==> config.mk <==
export PLATFORM = sky130hd
export DESIGN_NAME = eisc_top
export DESIGN_NICKNAME = d
export VERILOG_FILES = /design/src/rtl/eisc_pkg.sv /design/src/rtl/eisc_irq_unit.sv /design/src/rtl/eisc_top.sv
export SDC_FILE = /design/constraint.sdc
export NUM_CORES = 1
export LEC_CHECK = 0
export BUFFER_PORTS_ARGS = -buffer_cell sky130_fd_sc_hd__buf_2
export CORE_MARGIN = 4
export CORE_UTILIZATION = 45
export DETAILED_ROUTE_END_ITERATION = 6
export HOLD_SLACK_MARGIN = 0.12
export PLACE_DENSITY = 0.78
export SYNTH_ARGS = -nofsm -noshare
export SYNTH_HDL_FRONTEND = slang
export SYNTH_SLANG_ARGS = --single-unit
==> constraint.sdc <==
create_clock -name clk_sys -period 5.3 [get_ports clk_sys]
set_input_delay 1.06 -clock clk_sys [delete_from_list [all_inputs] [get_ports clk_sys]]
set_output_delay 1.06 -clock clk_sys [all_outputs]
set_load 0.01 [all_outputs]
==> src/rtl/eisc_pkg.sv <==
// ==========================================================
// constants and types of the interrupt source set/clear block
// ==========================================================
package eisc_pkg;
   localparam int unsigned SRC_W        = 16;
   localparam int unsigned EV_W         = 3;
   // printed offsets are word indexes, byte address is four times
   localparam logic [7:0]  SET_IDX      = 8'h14;
   localparam logic [7:0]  PERMIT_IDX   = 8'h16;
   localparam logic [7:0]  ADDR_SET     = 8'(SET_IDX * 4);
   localparam logic [7:0]  ADDR_PERMIT  = 8'(PERMIT_IDX * 4);
   localparam logic [7:0]  ADDR_IRQ_ST  = 8'h60;
   localparam logic [7:0]  ADDR_IRQ_EN  = 8'h64;
   localparam logic [7:0]  ADDR_IRQ_CLR = 8'h68;
   // bit 0 of both registers is reserved
   localparam logic [15:0] SRC_MASK     = 16'hFFFE;
   localparam logic [15:0] SRC_RST      = 16'h0000;
   localparam logic [15:0] PERMIT_RST   = 16'h0000;
   localparam logic [2:0]  EV_RST       = 3'h0;
   // event bit positions
   localparam int unsigned EV_CLR_DONE  = 0;
   localparam int unsigned EV_CLR_BLOCK = 1;
   localparam int unsigned EV_SET_RISE  = 2;
   localparam logic        HRESP_OKAY   = 1'h0;

   // one host write to the interrupt source register
   typedef struct packed {
      logic        valid;
      logic [15:0] bits;
   } eisc_clr_req_t;

   // pending write data phase
   typedef struct packed {
      logic       act;
      logic [7:0] addr;
   } eisc_aphase_t;
endpackage

==> src/rtl/eisc_irq_unit.sv <==
`timescale 1ns/1ns
`default_nettype none
// ==========================================================
// sticky status, enable and level interrupt
// ==========================================================
module eisc_irq_unit
   import eisc_pkg::*;
#(
   parameter int unsigned N = EV_W
) (
   input  wire logic         clk_sys,
   input  wire logic         rst,
   input  wire logic [N-1:0] ev,
   input  wire logic         en_wr,
   input  wire logic         clr_wr,
   input  wire logic [N-1:0] wdata,
   output logic      [N-1:0] status,
   output logic      [N-1:0] enable,
   output logic              irq
);
   logic [N-1:0] stat_ff;
   logic [N-1:0] en_ff;
   logic         irq_ff;
   logic [N-1:0] nxt_stat;
   logic [N-1:0] nxt_en;
   logic         nxt_irq;

   // a new event beats a clear in the same cycle
   always_comb begin
      nxt_stat = clr_wr ? ((stat_ff & ~wdata) | ev) : (stat_ff | ev);
      nxt_en   = en_wr ? wdata : en_ff;
      nxt_irq  = |(nxt_stat & nxt_en);
   end

   always_ff @(posedge clk_sys or posedge rst) begin
      if (rst) begin
         stat_ff <= '0;
         en_ff   <= '0;
         irq_ff  <= 1'b0;
      end else begin
         stat_ff <= nxt_stat;
         en_ff   <= nxt_en;
         irq_ff  <= nxt_irq;
      end
   end

   assign status = stat_ff;
   assign enable = en_ff;
   assign irq    = irq_ff;
endmodule
`default_nettype wire

==> src/rtl/eisc_top.sv <==
`timescale 1ns/1ns
`default_nettype none
// Summary of operation
// RULE_01 - a one written to a set bit sets that interrupt source bit.
// RULE_02 - a zero written to a set bit leaves that source bit alone.
// RULE_03 - reading the set register returns the live source register.
// RULE_04 - a source bit whose permit bit is zero ignores host clears.
// RULE_05 - with its permit bit one, a host one clears the source bit.
// RULE_06 - reset zeroes set and permit fields; bit 0 always reads zero.
module eisc_top
   import eisc_pkg::*;
(
   input  wire logic          clk_sys,
   input  wire logic          rst,
   input  wire logic          hsel,
   input  wire logic [31:0]   haddr,
   input  wire logic [1:0]    htrans,
   input  wire logic          hwrite,
   input  wire logic [2:0]    hsize,
   input  wire logic [31:0]   hwdata,
   input  wire logic          hready,
   output logic      [31:0]   hrdata,
   output logic               hreadyout,
   output logic               hresp,
   input  wire eisc_clr_req_t host_clr,
   output logic      [15:0]   irq_source,
   output logic               irq
);
   // ==========================================================
   // state
   // ==========================================================
   eisc_aphase_t  wph_ff;
   eisc_aphase_t  nxt_wph;
   logic [15:0]   src_ff;
   logic [15:0]   nxt_src;
   logic [15:0]   permit_ff;
   logic [15:0]   nxt_permit;
   logic [31:0]   rdata_ff;
   logic [31:0]   nxt_rdata;
   logic          ready_ff;
   logic          resp_ff;
   logic          req;
   logic [15:0]   set_bits;
   logic [15:0]   clr_ok;
   logic [15:0]   clr_blocked;
   logic [EV_W-1:0] ev;
   logic          wr_en_reg;
   logic          wr_clr_reg;
   logic [EV_W-1:0] irq_status;
   logic [EV_W-1:0] irq_enable;
   logic          addr_ok;
   logic [EV_W-1:0] st_view;
   logic [EV_W-1:0] en_view;

   // full-address match, only the low byte carries the offset
   function automatic logic hit(input logic [31:0] a,
                                input logic [7:0]  off);
      hit = (a[31:8] == 24'h000000) && (a[7:0] == off);
   endfunction

   // ==========================================================
   // bus slave
   // ==========================================================
   // zero wait states, so hready is only taken as part of the
   // address-phase handshake; hsize is ignored (word access only)
   always_comb begin
      req        = hsel && htrans[1] && hready;
      // writes outside the low 256 bytes must not alias onto a register
      addr_ok    = (haddr[31:8] == 24'h000000);
      nxt_wph.act  = req && hwrite && addr_ok;
      nxt_wph.addr = haddr[7:0];
      wr_en_reg  = wph_ff.act && (wph_ff.addr == ADDR_IRQ_EN);
      wr_clr_reg = wph_ff.act && (wph_ff.addr == ADDR_IRQ_CLR);
   end

   // ==========================================================
   // source and permit registers
   // ==========================================================
   // set wins over a host clear landing in the same cycle, so no
   // controller event is lost
   always_comb begin
      set_bits = 16'h0000;
      if (wph_ff.act && (wph_ff.addr == ADDR_SET)) begin
         set_bits = hwdata[15:0] & SRC_MASK;          // see RULE_01
      end
      clr_ok      = 16'h0000;
      clr_blocked = 16'h0000;
      if (host_clr.valid) begin
         clr_ok      = host_clr.bits & permit_ff & SRC_MASK; // see RULE_05
         clr_blocked = host_clr.bits & ~permit_ff & src_ff
                       & SRC_MASK;                    // see RULE_04
      end
      // zeros in set_bits keep the old bit                see RULE_02
      nxt_src    = ((src_ff & ~clr_ok) | set_bits) & SRC_MASK;
      nxt_permit = permit_ff;
      if (wph_ff.act && (wph_ff.addr == ADDR_PERMIT)) begin
         nxt_permit = hwdata[15:0] & SRC_MASK;        // see RULE_06
      end
      ev               = EV_RST;
      ev[EV_CLR_DONE]  = |(clr_ok & src_ff);
      ev[EV_CLR_BLOCK] = |clr_blocked;
      ev[EV_SET_RISE]  = |(set_bits & ~src_ff);
   end

   // ==========================================================
   // interrupt register views for reads
   // ==========================================================
   // the interrupt unit only shows its registers, so the values
   // they take at this edge are rebuilt here; this keeps a read
   // right behind an enable or clear write in step with it
   always_comb begin
      en_view = irq_enable;
      if (wr_en_reg) begin
         en_view = hwdata[EV_W-1:0];
      end
      st_view = irq_status;
      if (wr_clr_reg) begin
         st_view = irq_status & ~hwdata[EV_W-1:0];
      end
      // an event still wins over a clear of the same cycle
      st_view = st_view | ev;
   end

   // read data uses next values so a read right behind a write
   // sees that write
   always_comb begin
      nxt_rdata = rdata_ff;
      if (req && !hwrite) begin
         if (hit(haddr, ADDR_SET)) begin
            nxt_rdata = {16'h0000, nxt_src};          // see RULE_03
         end else if (hit(haddr, ADDR_PERMIT)) begin
            nxt_rdata = {16'h0000, nxt_permit};
         end else if (hit(haddr, ADDR_IRQ_ST)) begin
            nxt_rdata = {{(32-EV_W){1'b0}}, st_view};
         end else if (hit(haddr, ADDR_IRQ_EN)) begin
            nxt_rdata = {{(32-EV_W){1'b0}}, en_view};
         end else begin
            nxt_rdata = 32'h00000000;  // unmapped and write-only
         end
      end
   end

   // registers of the block
   always_ff @(posedge clk_sys or posedge rst) begin
      if (rst) begin
         wph_ff    <= '0;
         src_ff    <= SRC_RST;                        // see RULE_06
         permit_ff <= PERMIT_RST;                     // see RULE_06
         rdata_ff  <= 32'h00000000;
         ready_ff  <= 1'b0;
         resp_ff   <= HRESP_OKAY;
      end else begin
         wph_ff    <= nxt_wph;
         src_ff    <= nxt_src;
         permit_ff <= nxt_permit;
         rdata_ff  <= nxt_rdata;
         ready_ff  <= 1'b1;
         resp_ff   <= HRESP_OKAY;
      end
   end

   // ==========================================================
   // interrupt
   // ==========================================================
   eisc_irq_unit #(
      .N       (EV_W)
   ) u_irq (
      .clk_sys (clk_sys),
      .rst     (rst),
      .ev      (ev),
      .en_wr   (wr_en_reg),
      .clr_wr  (wr_clr_reg),
      .wdata   (hwdata[EV_W-1:0]),
      .status  (irq_status),
      .enable  (irq_enable),
      .irq     (irq)
   );

   assign hrdata     = rdata_ff;
   assign hreadyout  = ready_ff;
   assign hresp      = resp_ff;
   assign irq_source = src_ff;
endmodule
`default_nettype wire

==> results of run 1 <==
[Yosys cell counts (3+ instances only)]
library cell,count
inv_1,19
nor4_1,10
nor2_1,5
dfrtp_1,64
buf_4,19
a21boi_0,4
o21ai_0,19
clkbuf_1,6
nand2_1,45
buf_6,3
a22oi_1,14
a31oi_1,3
o22ai_1,12
nand4_1,5
a22o_1,15
nand3_1,31
o21ai_1,13
a21o_1,3
[how the worst min path moves through the flow]
stage,startpoint,to,cells past startpoint
6_report,hrdata[12]$_DFFE_PP0P_,hrdata[12]$_DFFE_PP0P_,2
5_1_grt,hrdata[14]$_DFFE_PP0P_,hrdata[14]$_DFFE_PP0P_,2
4_1_cts,hrdata[12]$_DFFE_PP0P_,hrdata[12]$_DFFE_PP0P_,2
3_5_place_dp,hrdata[15]$_DFFE_PP0P_,hrdata[15]$_DFFE_PP0P_,2
3_3_place_gp,hrdata[12]$_DFFE_PP0P_,hrdata[12]$_DFFE_PP0P_,2
2_1_floorplan,permit_ff[0]$_DFF_PP0_,permit_ff[0]$_DFF_PP0_,1
[cell families (layout without fill, tap and decap cells)]
kind of cell,count (synthesis),in the layout
AOI/OAI and AO/OA,93,93
buffers and inverters,48,140
DFF,64,64
muxes,5,5
other,2,19
and+or+nand+nor,123,123
[through the flow]
stage | hold WS, ps | instances | utilization (%) | cell area (µm²)
finish | 482.6 | 540 | 57.54 | 3974
global route | 512.2 | 540 | 57.54 | 3974
CTS | 488.5 | 540 | 57.54 | 3974
detailed placement | 470.3 | 524 | 54.57 | 3769
global placement | 466.3 | 524 | 54.57 | 3769
floorplan | 454.4 | 352 | - | 3318
[power groups by stage]
| stage | Sequential [mW] | Combinational, mW | Clock, mW |
|---|---|---|---|
| global route | 0.500 | 0.0923 | 0.460 |
| floorplan | 0.510 | 0.0464 | 0 |
| global placement | 0.509 | 0.0807 | 0 |
| detailed placement | 0.509 | 0.0824 | 0 |
| finish | 0.500 | 0.0822 | 0.431 |
| CTS | 0.500 | 0.0827 | 0.438 |
[metal layers]
metal	GRT usage (%)	vias up	share of wire, %
met1	26.98	1416	41
met4	8.791	0	2.6
met5	0	-	0
met2	32.69	131	48
met3	4.586	23	8.0
li1	-	1388	-
[final cells by class]
cell class,instances,area (µm²)
clock buffers,10,137.6
clock inverters,6,67.56
fillers,615,2933
inverters,19,71.32
multi-input cells,240,1443
flip-flops and latches,64,1602
well taps,96,120.1
repair buffers,105,533.0
[sequential cells by signal (all words and copies together) (netlist names)]
name / flops
u_irq.enable: 3
u_irq.status: 3
u_irq.irq: 1
wph_ff: 9
hrdata: 16
irq_source: 15
permit_ff: 16
hreadyout: 1
[worst max-delay path: stages]
cell and delay [ps]:
buf_2 100, or4b_4 560, nor4b_4 360, nand2_2 120, nor2_4 400, a22oi_1 210
o21ai_1 180
==> impl_metrics.ini, run 1 <==
[pwr]
pwr-share-comb_pct = 8.1
p_int_mw = 0.7598
clockPowerShare_pct = 42.5
p_seq_share_pct = 49.3
powerDensity_nw_per_um2 = 254.8
total_power_mw = 1.013
swShare_pct = 24.98
ir_drop_mv = 0.1169
p_leak_nw = 1.939
p_sw_mw = 0.2529

[clocking]
cts_tree = done
cts_max_level = 3
clockRootBuffer = clkbuf_8
clock_path_buffers = 2
worstSkewPairLatency_ps = 340
clkSinkCount = 64
post_cts_buffers = 0
cts_made_buffers = 9
ctsResizeCount = 0
clkTransAtPathRegs_ps = 80
ctsHoldBuffers = 0

[synth]
synth_top_area_share_pct = 49.21
ys_dominant_reg_cell = dfrtp_1
synth_top_family_by_area = simple AND/OR/NAND/NOR gates
synthMuxAreaShare_pct = 1.922
synth_xor_area_share_pct = 0
yosysSeqAreaShare_pct = 49.21
async_reset_ff_share_pct = 100.0
synth_compound_area_share_pct = 19.07
synthCells = 335
syn_area_um2 = 3254
ys_ff_latch = 64
ys_warn_count = 0
synth_edf_count = 0
yosys.area_share.simple_pct = 21.15
yosysTopAreaCell = dfrtp_1
synthAdderAreaFrac_pct = 0
synth.distinct_cells = 49
syn_avg_cell_area_um2 = 9.715
synth_area_leaders = dfrtp_1 (49%), nand2_1 (5.2%), nand3_1 (4.8%)

[setup_path]
worst_r2r_endpoint = u_irq.irq$_DFF_PP0_
crit_arrival_ps = 3000
required_ps = 5560
startpoint = haddr[1]
worstSetupPathType = in2reg
reg2reg_slack_ps = 3060
worstPathMaxFanout = 15
end_kind = flip-flop
r2r_start = wph_ff[7]$_DFF_PP0_
ff2ff_path_depth = 6
start_kind = primary input
endpoint = hrdata[10]$_DFFE_PP0P_

[route]
ant_nets = 0
dr.pass1.iters = 5
drt_iter0_markers = 234
num_vias = 2958
wire_per_inst_um = 15.93
drt-total-wl_um = 8600
viasPerCell = 5.478
route.detailed.drc = 0

[place]
gp_congestion = 0.8388
numPortBuffers = 102
post-dp-hpwl_um = 6381
pre_cts_ws_ps = 2232

[die]
die_area_um2 = 8656
fp.dieW_um = 93.04
initial_core_util_pct = 47.12
ios = 142
core_um2 = 6907
die_y_um = 93.04
rows = 30

[sta]
finalSetupTns_ps = 0
finalCritPeriodShare_pct = 51.78
worst_pin_slew_ps = 809.0
setup_viol = 0
slew_violations = 0
finalCriticalPeriod_ps = 2745
relSlewSlack_pct = 46.07
hold_viol = 0
rsz0062_at_grt = no
clock.fmax_ghz = 0.3644
setup_ws_ps = 2555
fin_skew_ps = 10.47

[finish]
nets = 530
final_common_cell = buf_2
area_delta_synth_final_pct = 22.11
antenna_cells = 0
layout_common_cells = buf_2 (102), dfrtp_1 (64), nand2_1 (45), nand3_1 (31)
drive_gt1_share_pct = 31.76

[status]
outcome = finished clean

[worst_hold_path]
worst_hold_path_type = reg2reg

[global_route]
antenna_found_initial = 0
grt-ovfl-total = 0
grt_pass1_wl_um = 14090
grt_max_degree = 65
track_usage_pct = 20.52
grt_pass1_vias = 3000

[flow_run]
max_cap_viol_count = 0
No activity file was read; power rests on OpenSTA's default activity.
==> run 2: changes to the inputs <==
clock period = 2.6 ns   (was 5.3 ns; I/O delays follow)
==> run 2 against run 1 <==
Effect of this change: via count increased by 0.30%; design area increased by 2.2%; clock skew increased by 2.1 ps; clock power increased by 130%; largest power group unchanged; hold slack got worse by 260 ps; highest routed layer unchanged.
==> impl_metrics.ini, run 2 (same netlist as run 1, synthesis figures left out) <==
[route]
ant_nets = 0
drt-total-wl_um = 8900
dr.pass1.iters = 5
drt_iter0_markers = 254
wire_per_inst_um = 16.33
route.detailed.drc = 0
viasPerCell = 5.444
num_vias = 2967

[clocking]
ctsHoldBuffers = 0
cts_made_buffers = 9
clkSinkCount = 64
clock_path_buffers = 2
clockRootBuffer = clkbuf_8
ctsResizeCount = 0
worstSkewPairLatency_ps = 350
cts_tree = done
post_cts_buffers = 0
clkTransAtPathRegs_ps = 80
cts_max_level = 3

[place]
pre_cts_ws_ps = 234.0
post-dp-hpwl_um = 6611
gp_congestion = 0.8751
numPortBuffers = 102
placed_cells = 529

[finish]
drive_gt1_share_pct = 32.52
nets = 535
nFillCells = 631
layout_common_cells = buf_2 (102), dfrtp_1 (64), nand2_1 (45), nand3_1 (31)
antenna_cells = 0
area_delta_synth_final_pct = 24.76
fin_cells = 545
final_common_cell = buf_2
register_area_um2 = 1602
multi_input_area_um2 = 1443

[global_route]
track_usage_pct = 21.39
antenna_found_initial = 0
grt_max_degree = 65
grt-ovfl-total = 0
grt_pass1_vias = 2993
grt_pass1_wl_um = 14580

[sta]
worst_pin_slew_ps = 527.4
clock.fmax_ghz = 0.4577
hold_viol = 0
setup_viol = 0
rsz0062_at_grt = no
setup_ws_ps = 415.4
hold_slack_ps = 224.8
finalCriticalPeriod_ps = 2185
fin_skew_ps = 12.61
slew_violations = 0
finalCritPeriodShare_pct = 84.02
finalSetupTns_ps = 0
relSlewSlack_pct = 64.76

[die]
die_area_um2 = 8656
ios = 142
core_um2 = 6907
fp.dieW_um = 93.04
die_y_um = 93.04
initial_core_util_pct = 47.12
rows = 30

[flow_run]
max_cap_viol_count = 0

[setup_path]
max_stage_delay_ps = 560
reg2reg_slack_ps = 420
critPathSlowestCell = or4b_4
required_ps = 2810
crit_arrival_ps = 2390
worstPathMaxFanout = 3
end_kind = flip-flop
crit_chain = or4b_4, nor4_1, nand2_1, a21o_1, a21oi_2, o211ai_1
worstSetupPathType = reg2reg
start_kind = flip-flop

[worst_hold_path]
worst_hold_path_type = in2async

[pwr]
p_leak_nw = 1.990
powerDensity_nw_per_um2 = 535.8
ir_drop_mv = 0.2534

[status]
outcome = finished clean
==> run 2: per-layer routing <==
metal,GRT usage (%),wire [µm],vias to the layer above,part of all wire (%)
met2,34.79,4393,130,49
met1,28.21,3771,1418,42
met5,0,0,-,0
met4,8.669,134,0,1.5
met3,3.942,602,13,6.8
li1,-,-,1406,-
==> run 2: through the flow <==
step	cell area (µm²)	util, %	power [mW]
6_report	4060	58.79	2.175
5_1_grt	4060	58.79	2.242
4_1_cts	4060	58.79	2.180
3_5_place_dp	3831	55.47	1.209
3_3_place_gp	3831	55.47	1.205
2_1_floorplan	3318	-	1.134
==> run 2: final timing paths <==
check	from	end	depth (start not counted)
worst max-delay path	wph_ff[7]$_DFF_PP0_	u_irq.irq$_DFF_PP0_	6
worst min-delay path	rst	u_irq.irq$_DFF_PP0_	3
worst max register to register	wph_ff[7]$_DFF_PP0_	u_irq.irq$_DFF_PP0_	6
worst min register to register	hrdata[12]$_DFFE_PP0P_	hrdata[12]$_DFFE_PP0P_	2
max in group asynchronous	rst	permit_ff[8]$_DFF_PP0_	3
min in group clk_sys	haddr[7]	wph_ff[7]$_DFF_PP0_	1
==> run 2: report_power, final <==
| group | total, mW | switching [mW] | internal, mW | leakage [nW] |
|---|---|---|---|---|
| sequential | 1.02 | 0.00946 | 1.01 | 0.797 |
| combinational | 0.171 | 0.101 | 0.0700 | 1.08 |
| clock | 0.986 | 0.415 | 0.571 | 0.117 |
| total | 2.18 | 0.525 | 1.65 | 1.99 |
==> run 2: layout make-up <==
| type | instances | area share (%) |
|---|---|---|
| repair buffers | 110 | 14.67 |
| clock inverters | 6 | 2.250 |
| well taps | 96 | 2.958 |
| multi-input cells | 240 | 35.53 |
| clock buffers | 10 | 3.390 |
| flip-flops and latches | 64 | 39.45 |
| inverters | 19 | 1.757 |
==> run 2: critical path: cells and delay by family (launching register included) <==
family	cells	cell delay [ps]
compound gates	3	490
flops	1	390
simple gates	3	1170
==> run 3: changes to the inputs <==
clock period = 2.26 ns   (was 2.6 ns; I/O delays follow)
==> run 3 against run 2 <==
Effect of this change: wire length fell by 3.7%; setup slack worse by 260 ps; clock power about the same; combinational power increased by 16%; clock skew is 1.3 ps lower; non-clock buffer count grew 8; final cell count increased by 1.5%; critical endpoint is now hrdata[0]$_DFFE_PP0P_.
==> impl_metrics.ini, run 3 (same netlist as run 1, synthesis figures left out) <==
[pwr]
ir_drop_mv = 0.2657
p_leak_nw = 2.010
p_seq_share_pct = 49.2
swShare_pct = 25.04
clockPowerShare_pct = 42.5
pwr-share-comb_pct = 8.3
total_power_mw = 2.385
p_int_mw = 1.788
powerDensity_nw_per_um2 = 581.8
p_sw_mw = 0.5972

[sta]
clock.fmax_ghz = 0.4760
hold_slack_ps = 240.8
slew_violations = 0
finalCriticalPeriod_ps = 2101
fin_skew_ps = 11.29
relSlewSlack_pct = 66.80
setup_ws_ps = 159.2
hold_viol = 0
finalCritPeriodShare_pct = 92.96
worst_pin_slew_ps = 496.9
rsz0062_at_grt = no
setup_viol = 0

[global_route]
grt_max_degree = 33
grt_pass1_vias = 3117
grt_pass1_wl_um = 14800
antenna_found_initial = 0
track_usage_pct = 21.35
grt-ovfl-total = 0

[die]
core_um2 = 6907
initial_core_util_pct = 47.12
die_y_um = 93.04
rows = 30
ios = 142
fp.dieW_um = 93.04
die_area_um2 = 8656

[finish]
finalCoreUtilization_pct = 59.35
nFillCells = 641
drive_gt1_share_pct = 33.48
stdcell_area_um2 = 4099
final_common_cell = buf_2
layout_common_cells = buf_2 (102), dfrtp_1 (64), nand2_1 (45), nand3_1 (31)
antenna_cells = 0
nets = 543
area_delta_synth_final_pct = 25.95

[place]
pre_cts_ws_ps = -24.26
placed_cell_area_um2 = 3884
gp_congestion = 0.8446
numPortBuffers = 102
post-dp-hpwl_um = 6767

[setup_path]
crit_arrival_ps = 2310
r2r_start = wph_ff[7]$_DFF_PP0_
worstSetupPathType = reg2reg
start_kind = flip-flop
worstPathMaxFanout = 3
required_ps = 2470
end_kind = flip-flop
startpoint = wph_ff[7]$_DFF_PP0_

[route]
dr.pass1.iters = 4
route.detailed.drc = 0
viasPerCell = 5.291
ant_nets = 0
drt-total-wl_um = 8574
drt_iter0_markers = 219
wire_per_inst_um = 15.50
num_vias = 2926

[clocking]
cts_tree = done
clkSinkCount = 64
cts_made_buffers = 9
worstSkewPairLatency_ps = 340
cts_max_level = 3
clock_path_buffers = 2
clockRootBuffer = clkbuf_8
clkTransAtPathRegs_ps = 70

[worst_hold_path]
min_from = haddr[6]
worst_hold_path_type = in2reg

[flow_run]
max_cap_viol_count = 0

[status]
outcome = finished clean
## run 3: cell count changes in the layout (fill, tap and decap cells not counted), sizes merged
cell and delta:
clkinv -1, dlygate4sd3 +1, bufinv -1, buf +7
clkinvlp +2
## run 3: critical path, cell delays in order (launching register included)
cell     delay (ps)
dfrtp_1         390
or4b_4          560
nor3_4          290
mux2i_1         360
o21ai_0         120
a22oi_1         150
o21ai_0         110
## run 3: power by group through the flow
stage	clock network [mW]	registers, mW	logic [mW]
2_1_floorplan	0	1.20	0.109
3_3_place_gp	0	1.19	0.194
3_5_place_dp	0	1.20	0.198
4_1_cts	1.02	1.17	0.200
5_1_grt	1.09	1.17	0.223
6_report	1.01	1.17	0.199
## run 3: final timing paths
kind | end | slack [ps] | cells after the start
worst max-delay path | hrdata[0]$_DFFE_PP0P_ | 160 | 6
worst min-delay path | wph_ff[6]$_DFF_PP0_ | 240 | 1
worst max register to register | hrdata[0]$_DFFE_PP0P_ | 160 | 6
worst min register to register | hrdata[12]$_DFFE_PP0P_ | 480 | 2
max in group asynchronous | irq_source[11]$_DFF_PP0_ | 1060 | 4
min in group asynchronous | hrdata[9]$_DFFE_PP0P_ | 660 | 3
## run 3: area by class of cell
type	count	area, µm²	area share [%]
Multi-Input combinational cell	240	1443	35.20
Clock inverter	6	67.56	1.648
Inverter	19	71.32	1.740
Tap cell	96	120.1	2.930
Clock buffer	10	137.6	3.358
Timing Repair Buffer	118	658.1	16.06
Sequential cell	64	1602	39.07
## run 3: routing by layer
metal,track usage [%],vias up,wire length (µm)
met3,5.149,10,614
li1,-,1413,-
met4,6.471,0,106
met5,0,-,0
met2,35.45,101,4328
met1,27.67,1402,3525
## run 3: repair_timing
action / 4_1_cts / 5_1_grt
gates resized for setup: 0 / 0
hold buffers: 1 / 0
buffers inserted: 0 / 0
hold endpoints to repair: 1 / 0
## run 3: per-stage QoR
stage               setup TNS (ps)  std cells
finish                           0        553
global route                     0        553
CTS                              0        553
detailed placement          -103.2        536
global placement                 0        536
floorplan                        0        352
